$ cat config.mk
export PLATFORM = sky130hd
export DESIGN_NAME = aid_decoder
export DESIGN_NICKNAME = d
export VERILOG_FILES = /design/src/verilog/aid_pkg.sv /design/src/verilog/aid_decoder.sv
export SDC_FILE = /design/constraint.sdc
export NUM_CORES = 1
export LEC_CHECK = 0
export ABC_AREA = 0
export BUFFER_PORTS_ARGS = -buffer_cell sky130_fd_sc_hd__buf_4
export CAP_MARGIN = 30
export CORE_ASPECT_RATIO = 1.4
export CORE_MARGIN = 4
export CORE_UTILIZATION = 56
export DETAILED_ROUTE_END_ITERATION = 10
export PLACE_DENSITY = 0.8
export SETUP_SLACK_MARGIN = 0.1
export SLEW_MARGIN = 20
export SYNTH_ARGS = -nofsm -noshare
export SYNTH_HDL_FRONTEND = slang
export SYNTH_SLANG_ARGS = --single-unit
$ cat constraint.sdc
create_clock -name clk_sys -period 5 [get_ports clk_sys]
set_clock_uncertainty 0.15 [all_clocks]
set_input_delay 0.75 -clock clk_sys [delete_from_list [all_inputs] [get_ports clk_sys]]
set_output_delay 0.75 -clock clk_sys [all_outputs]
set_load 0.02 [all_outputs]
$ cat src/verilog/aid_pkg.sv
// constants for the add/subtract/increment instruction decoder
// assumes a 16-bit instruction word and 4-bit data memory
package aid_pkg;
    // instruction field positions
    localparam int OPC_MSB  = 15;
    localparam int OPC_LSB  = 11;
    localparam int ROW_MSB  = 10;
    localparam int ROW_LSB  = 8;
    localparam int COL_MSB  = 7;
    localparam int COL_LSB  = 4;
    localparam int LOW_MSB  = 3;
    localparam int LOW_LSB  = 0;
    localparam int ADDR_MSB = 10;
    localparam int ADDR_W   = 11;
    localparam int PAGE_W   = 2;
    localparam int NIB_W    = 4;
    localparam int ROW_W    = 3;
    localparam int MADDR_W  = 7;
    // opcodes
    localparam logic [4:0] OP_ADD_REG  = 5'h00;
    localparam logic [4:0] OP_SUB_REG  = 5'h01;
    localparam logic [4:0] OP_CARRY_SUM_OP_REG = 5'h02;
    localparam logic [4:0] OP_BORROW_DIFFERENCE_OP_REG = 5'h03;
    localparam logic [4:0] OP_ADD_IMM  = 5'h10;
    localparam logic [4:0] OP_SUB_IMM  = 5'h11;
    localparam logic [4:0] OP_CARRY_SUM_OP_IMM = 5'h12;
    localparam logic [4:0] OP_BORROW_DIFFERENCE_OP_IMM = 5'h13;
    localparam logic [2:0] OP_BR_HEAD  = 3'h3;
    // fixed increment words
    localparam logic [15:0] INC_AR_WORD = 16'h3890;
    localparam logic [15:0] INC_IX_WORD = 16'h3880;
    // reset values
    localparam logic [3:0] NIB_RST = 4'h0;
    typedef enum logic {ST_FETCH, ST_EXEC} aid_state_type;
endpackage

$ cat src/verilog/aid_decoder.sv
// add/subtract/increment decoder and executor, plus operand field split
// assumes synchronous program memory handshake and one-cycle data memory read
`timescale 1ns/1ps
// Overview of operation
// - 00000 adds memory to register; 10000 adds immediate to memory.
// - 00010 adds register, memory and carry into register.
// - 10010 adds memory, immediate and carry back into memory.
// - fixed word 00111 000 1001 0000 increments the address pointer.
// - fixed word 00111 000 1000 0000 increments the index pointer.
// - 00001 subtracts memory from register into register.
// - 10001 subtracts immediate from memory back into memory.
// - 00011 subtracts memory and carry from register into register.
// - memory address is row field high, column field low.
// - branch target field gives the low 11 program address bits.
// - page sits in program counter bits 11 and 12.
// - low field is a 4-bit immediate or a 4-bit bit mask.
// - peripheral address splits into 3-bit upper and 4-bit lower parts.
// - register-file address splits into 3-bit row and 4-bit column.
// - interrupt acceptance pushes the context word with no instruction.
module aid_decoder #(
    parameter int AR_W = 16,
    parameter int IX_W = 11
) (
    input  wire logic                       clk_sys,
    input  wire logic                       sys_rst,
    input  wire logic                       clk_en,
    input  wire logic                       instr_valid,
    input  wire logic [15:0]                instr_word,
    input  wire logic [3:0]                 mem_rdata,
    input  wire logic                       int_accept,
    output logic                            instr_ready,
    output logic [aid_pkg::MADDR_W-1:0]     mem_addr,
    output logic                            mem_rd_en,
    output logic                            mem_wr_en,
    output logic [3:0]                      mem_wdata,
    output logic [3:0]                      result_nibble,
    output logic                            result_valid,
    output logic                            carry_flag,
    output logic [AR_W-1:0]                 address_pointer,
    output logic [IX_W-1:0]                 index_pointer,
    output logic [3:0]                      immediate_nibble,
    output logic [3:0]                      bit_mask,
    output logic [2:0]                      peripheral_address_upper,
    output logic [3:0]                      peripheral_address_lower,
    output logic [2:0]                      regfile_row_field,
    output logic [3:0]                      regfile_col_field,
    output logic [12:0]                     branch_target,
    output logic                            branch_valid,
    output logic                            int_stack_push,
    output logic [3:0]                      interrupt_context_word
);
    if (AR_W < 1 || IX_W < 1) begin : bad_width
        $error("pointer widths must be positive");
    end

    function automatic logic [4:0] alu(input logic [3:0] a, input logic [3:0] b,
                                       input logic cin, input logic sub);
        logic [4:0] r;
        r = 5'h00;
        if (sub) r = {1'b0, a} - {1'b0, b} - {4'h0, cin};
        else     r = {1'b0, a} + {1'b0, b} + {4'h0, cin};
        return r;
    endfunction

    aid_pkg::aid_state_type state;
    aid_pkg::aid_state_type next_state;
    logic [3:0] gen_reg [0:15];
    logic [4:0] op_q;
    logic [3:0] low_q;

    wire logic [4:0] opcode = instr_word[aid_pkg::OPC_MSB:aid_pkg::OPC_LSB];
    wire logic [2:0] memory_row_field = instr_word[aid_pkg::ROW_MSB:aid_pkg::ROW_LSB];
    wire logic [3:0] memory_column_field = instr_word[aid_pkg::COL_MSB:aid_pkg::COL_LSB];
    wire logic [3:0] low_field = instr_word[aid_pkg::LOW_MSB:aid_pkg::LOW_LSB];
    wire logic accept = clk_en && instr_valid && state == aid_pkg::ST_FETCH;
    wire logic arith_op = opcode[3:2] == 2'b00;
    wire logic is_inc_ar = instr_word == aid_pkg::INC_AR_WORD;
    wire logic is_inc_ix = instr_word == aid_pkg::INC_IX_WORD;
    wire logic is_branch = opcode[4:2] == aid_pkg::OP_BR_HEAD;
    wire logic exec_fire = clk_en && state == aid_pkg::ST_EXEC;
    wire logic reg_form = ~op_q[4];
    wire logic [3:0] alu_a = reg_form ? gen_reg[low_q] : mem_rdata;
    wire logic [3:0] alu_b = reg_form ? mem_rdata : low_q;
    wire logic alu_cin = op_q[1] & carry_flag;
    wire logic [4:0] alu_out = alu(alu_a, alu_b, alu_cin, op_q[0]);

    always_comb begin
        next_state = state;
        case (state)
            aid_pkg::ST_FETCH: if (accept && arith_op) next_state = aid_pkg::ST_EXEC;
            aid_pkg::ST_EXEC:  next_state = aid_pkg::ST_FETCH;
            default:           next_state = aid_pkg::ST_FETCH;
        endcase
    end

    // fetch side: state, field split, pointer increments
    always_ff @(posedge clk_sys) begin
        if (sys_rst) begin
            state                    <= aid_pkg::ST_FETCH;
            instr_ready              <= 1'b1;
            op_q                     <= 5'h00;
            low_q                    <= aid_pkg::NIB_RST;
            mem_addr                 <= '0;
            mem_rd_en                <= 1'b0;
            address_pointer          <= '0;
            index_pointer            <= '0;
            immediate_nibble         <= aid_pkg::NIB_RST;
            bit_mask                 <= aid_pkg::NIB_RST;
            peripheral_address_upper <= 3'h0;
            peripheral_address_lower <= aid_pkg::NIB_RST;
            regfile_row_field        <= 3'h0;
            regfile_col_field        <= aid_pkg::NIB_RST;
            branch_target            <= 13'h0000;
            branch_valid             <= 1'b0;
        end else if (clk_en) begin
            state       <= next_state;
            instr_ready <= next_state == aid_pkg::ST_FETCH;
            mem_rd_en   <= accept && arith_op;
            branch_valid <= accept && is_branch;
            if (accept) begin
                op_q                     <= opcode;
                low_q                    <= low_field;
                mem_addr                 <= {memory_row_field, memory_column_field};
                immediate_nibble         <= low_field;
                bit_mask                 <= low_field;
                peripheral_address_upper <= memory_row_field;
                peripheral_address_lower <= low_field;
                regfile_row_field        <= memory_row_field;
                regfile_col_field        <= low_field;
                if (is_branch)
                    branch_target <= {opcode[1:0], instr_word[aid_pkg::ADDR_MSB:0]};
                if (is_inc_ar) address_pointer <= address_pointer + 1'b1;
                if (is_inc_ix) index_pointer <= index_pointer + 1'b1;
            end
        end
    end

    // execute side: write-back, carry, interrupt context push
    always_ff @(posedge clk_sys) begin
        if (sys_rst) begin
            mem_wr_en              <= 1'b0;
            mem_wdata              <= aid_pkg::NIB_RST;
            result_nibble          <= aid_pkg::NIB_RST;
            result_valid           <= 1'b0;
            carry_flag             <= 1'b0;
            int_stack_push         <= 1'b0;
            interrupt_context_word <= aid_pkg::NIB_RST;
            for (int i = 0; i < 16; i++) gen_reg[i] <= aid_pkg::NIB_RST;
        end else if (clk_en) begin
            mem_wr_en      <= exec_fire && ~reg_form;
            result_valid   <= exec_fire;
            int_stack_push <= int_accept;
            if (int_accept) interrupt_context_word <= {3'h0, carry_flag};
            if (exec_fire) begin
                result_nibble <= alu_out[3:0];
                carry_flag    <= alu_out[4];
                if (reg_form) gen_reg[low_q] <= alu_out[3:0];
                else          mem_wdata <= alu_out[3:0];
            end
        end
    end
endmodule

### Word level (Yosys, flattened, before mapping)

Memories as Yosys holds them, arrays and structs flattened. A register that Yosys moved wholly into a read port is not among the register bits.
Cells that the tools add are included.

* register bits after elaboration: 76
* bits in writable memories: 64
* input port bits: 25
* output and inout port bits: 88
* memories: 1

Memory list
* gen_reg: depth 16, bits a word 4, read ports 1, clocked after Yosys merged registers in 1, wr ports 16, line aid_decoder.sv:67 `logic [3:0] gen_reg [0:15];`

* $add $sub $neg: 6
* eq/ne operators: 3
* multiplexer cells: 17
* bitwise gates (word level): 3
* reductions and logical operators: 15

Operator list (count)
* $eq A16 B14 Y1 const B: 2
* $mux W4: 6
* $add A16 B1 Y16 const B: 1
* $reduce_and A3 Y1: 4
* $add A11 B1 Y11 const B: 1
* $mux W1: 9
* $logic_and A1 B1 Y1: 6
* $reduce_and A2 Y1: 3
* $add A4 B4 Y5: 1
* $add A5 B1 Y5: 1
* $mux W5: 1
* $sub A4 B4 Y5: 1
* $sub A5 B1 Y5: 1
* $reduce_or A4 Y1: 1
* $eq A3 B2 Y1 const B: 1
* $logic_not A2 Y1: 1
* $not A1 Y1: 2
* $pmux W1 S2: 1
* $and A1 B1 Y1: 1

### Logic depth before layout (Yosys ltp)

* word-level depth: 7
* depth in mapped cells: 15

### Worst setup path before layout

No wires, ideal clock.

* kind: register to register
* start point: register with a tool-made name
* end point: memory gen_reg[15][3] (data pin)
* library setup time: 0.257 ns
* arrival: 3.614 ns
* path slack: 0.978 ns
* cell stages (with the launch flop): 16
* clock period less this slack: 4.022 ns
* path through: dfxtp_1 -> clkbuf_1 -> buf_2 -> mux4_2 -> mux4_2 -> mux2i_1 -> fa_1 -> inv_1 -> ha_1 -> nand2b_1 -> nor2_1 -> nand2_1 -> mux2i_2 -> or2_1 -> buf_6 -> nor2_2

RTL lines (line)
* to (decl): aid_decoder.sv:67

==> flow_summary_export.csv <==
group,metric,value,unit
status,outcome,"finished clean",
die,core_region_area,11400,um^2
clock_tree,number_of_cts_inserted_buffers,17,
clock_tree,cts.reportedPaths.clkPinSlew,0.06,ns
die,die_height,136,um
synthesis,number_of_register_bits_inferred_by_synthesis,139,
timing,hold_violations,0,
synthesis,synth_sequential_area_ratio,0.521,
timing,slew_viol_final,0,
timing,tightest_slew,0.909,ns
final_layout,design.final.nets,759,
clock_tree,cts_h_tree_depth,4,
timing,fin_crit,4.41,ns
synthesis,ys_async_sr_fraction,0,
die,fp.dieArea,13600,um^2
die,pin_count,113,
global_routing,grt_overflow,0,
final_layout,most-common-layout-cells,"sky130_fd_sc_hd__buf_4, sky130_fd_sc_hd__nor2_1, sky130_fd_sc_hd__nand2_1, sky130_fd_sc_hd__dfxtp_1, sky130_fd_sc_hd__edfxtp_1",
power_and_ir_drop,power_per_cell_area,354,nW/um^2
setup_path,timing_worst_setup_path_type,"reg -> reg",
power_and_ir_drop,peakVddDrop,0.000248,V
synthesis,unique_masters_post_synth,56,
die,row_count,46,
detailed_routing,dr.first_iter.drc_count,347,
clock_tree,holdBufCountCts,0,
global_routing,number_of_global_route_vias_before_repair,5078,
global_routing,track_usage,0.258,
clock_tree,tritoncts,"done",
final_layout,flip_flop_count_of_the_largest_register_all_copies_and_words_added,64,
setup_path,critical_path.startpoint_type,"flop",
timing,post-route-period-util,0.882,
timing,timing.final.setup_violations,0,
detailed_routing,dr.pass1.iters,5,
power_and_ir_drop,p_leak,0.00311,uW
synthesis,postSynthCellCount,639,
clock_tree,insertion_delay,0.42,ns
job,max_cap_viol_count,0,
clock_tree,numClockSinks,139,
final_layout,n_antenna_cell,0,
clock_tree,cts_setup_buffers,0,
global_routing,first_pass_grt_wire_length,26900,um
min_path,min_delay_worst_type,"reg -> reg",
setup_path,critical_path_required_time,5.00,ns
global_routing,antenna_found_initial,0,
global_routing,maximum_number_of_pins_on_one_net_before_global_route_repair,92,
clock_tree,cts.root.buffer_cell,"sky130_fd_sc_hd__clkbuf_16",
timing,setup_tns,0,ns
final_layout,fillers,830,
timing,holdWs,0.313,ns
detailed_routing,detailroute.via_count,5088,
place,place.port_buffers,109,
timing,rsz0062_at_grt,"no",
synthesis,average_footprint_of_a_synthesized_cell,10.3,um^2
place,detailed_place_hpwl,12000,um
timing,max-slew-margin-rel,0.394,
place,place.gp.congestion,0.931,
final_layout,final_layout_size_suffix_gt1_frac,0.256,
detailed_routing,wire_per_inst,19.3,um
synthesis,post_synth_instance_area,6580,um^2
final_layout,most_common_cell_after_layout_fill_and_taps_aside,"sky130_fd_sc_hd__buf_4",
place,place_ws,0.707,ns
die,die_width,99.6,um
timing,achievable-frequency,227,MHz
detailed_routing,drc,0,
clock_tree,max-clock-path-buffers,2,
detailed_routing,drt-total-wl,16900,um
detailed_routing,route.antenna.remaining_nets,0,
final_layout,fin_area,7900,um^2
synthesis,synthesis.yosys.warnings,0,
synthesis,number_of_flops_mapped_to_enable_cells_by_yosys,64,
detailed_routing,post_drt_via_cell_ratio,5.79,
die,initial_core_util,0.577,
clock_tree,cts_repair_resize_count,0,
place,placed_cell_area,7320,um^2
setup_path,worstSetupEndpointType,"flop",
setup_path,largest_driver_fanout_on_the_critical_path,14,
synthesis,yosys_most_used_dff,"sky130_fd_sc_hd__dfxtp_1",
setup_path,worst-endpoint-arrival,4.41,ns
final_layout,synthToLayoutAreaGrowth,20.1,%
timing,setup_ws,0.591,ns
==> cells by family (layout without fill, tap and decap cells) <==
family	after synthesis	count (layout)	share of synthesized area
flops	139	139	0.521
compound gates	65	65	0.0565
fa+ha+maj	13	13	0.0293
simple gates	293	293	0.218
mux	37	37	0.0900
other cells	1	3	0.000570
xor+xnor	24	24	0.0320
buf+inv	67	160	0.0529
==> cell usage after synthesis, types with 3 or more instances <==
library cell               count  area, um^2
sky130_fd_sc_hd__a211oi_1      5        37.5
sky130_fd_sc_hd__a21oi_1      45         225
sky130_fd_sc_hd__and3_1        8        50.1
sky130_fd_sc_hd__buf_1         3        11.3
sky130_fd_sc_hd__buf_4        21         158
sky130_fd_sc_hd__clkbuf_1     25        93.8
sky130_fd_sc_hd__dfxtp_1      75        1500
sky130_fd_sc_hd__edfxtp_1     64        1920
sky130_fd_sc_hd__fa_1          4        80.1
sky130_fd_sc_hd__ha_1          9         113
sky130_fd_sc_hd__inv_1        13        48.8
sky130_fd_sc_hd__mux2_2        3        33.8
sky130_fd_sc_hd__mux2i_1      15         150
sky130_fd_sc_hd__mux4_2       17         383
sky130_fd_sc_hd__nand2_1      81         304
sky130_fd_sc_hd__nand2b_1     27         169
sky130_fd_sc_hd__nand3_1      19        95.1
sky130_fd_sc_hd__nand4_1       7        43.8
sky130_fd_sc_hd__nor2_1       95         357
sky130_fd_sc_hd__nor2_2       11        68.8
sky130_fd_sc_hd__nor2b_1       5        31.3
sky130_fd_sc_hd__nor3_1       13        65.1
sky130_fd_sc_hd__o21ai_0       4        20.0
sky130_fd_sc_hd__o21ai_1       3        15.0
sky130_fd_sc_hd__or3_1         4        25.0
sky130_fd_sc_hd__or4_1         4        30.0
sky130_fd_sc_hd__xnor2_1      12         105
sky130_fd_sc_hd__xor2_1       12         105
==> critical path: stages, from the launching register on <==
cell and delay, ns:
sky130_fd_sc_hd__dfxtp_1 0.30, sky130_fd_sc_hd__buf_4 0.27, sky130_fd_sc_hd__mux4_2 0.55, sky130_fd_sc_hd__mux4_2 0.47
sky130_fd_sc_hd__mux2i_1 0.30, sky130_fd_sc_hd__fa_1 0.29, sky130_fd_sc_hd__inv_1 0.06, sky130_fd_sc_hd__ha_1 0.17
sky130_fd_sc_hd__nand2b_1 0.20, sky130_fd_sc_hd__a211oi_1 0.27, sky130_fd_sc_hd__o21ai_0 0.16, sky130_fd_sc_hd__nand3_1 0.30
sky130_fd_sc_hd__or2_1 0.56, sky130_fd_sc_hd__nor2_2 0.06
==> routing by layer <==
metal | wire length [um] | vias up | global-route usage | share of wire
met5 | 0 | - | 0 | 0
met4 | 431 | 0 | 0.0987 | 0.025
met3 | 1150 | 42 | 0.0580 | 0.068
met2 | 9000 | 242 | 0.460 | 0.53
met1 | 6310 | 2451 | 0.302 | 0.37
li1 | - | 2353 | - | -
==> worst paths after layout <==
path,start,end,slack [ns],cells after the start
worst max register to register,flop,gen_reg[14][3],0.59,13
worst min-delay path,op_q[1],op_q[1],0.31,2
worst min register to register,op_q[1],op_q[1],0.31,2
worst max-delay path,flop,gen_reg[14][3],0.59,13
==> report_power, final <==
part           switching, uW  internal, uW
registers               23.2          1210
clock network            530           702
logic                    211           112
==> layout make-up <==
| type | instances | area [um^2] | area share |
|---|---|---|---|
| flip-flops and latches | 139 | 3420 | 0.434 |
| inverters | 14 | 52.6 | 0.00666 |
| clock inverters | 15 | 148 | 0.0187 |
| repair buffers | 114 | 856 | 0.108 |
| multi-input cells | 435 | 2810 | 0.356 |
| clock buffers | 17 | 425 | 0.0539 |
| well taps | 144 | 180 | 0.0228 |
==> through the flow <==
stage	utilization	total power [uW]	std cells
floorplan	-	1480	641
global placement	0.642	1560	845
detailed placement	0.642	1570	845
CTS	0.692	2790	877
global route	0.693	2870	878
finish	0.693	2790	878
Note: power is estimated with default switching activity, not from simulation.
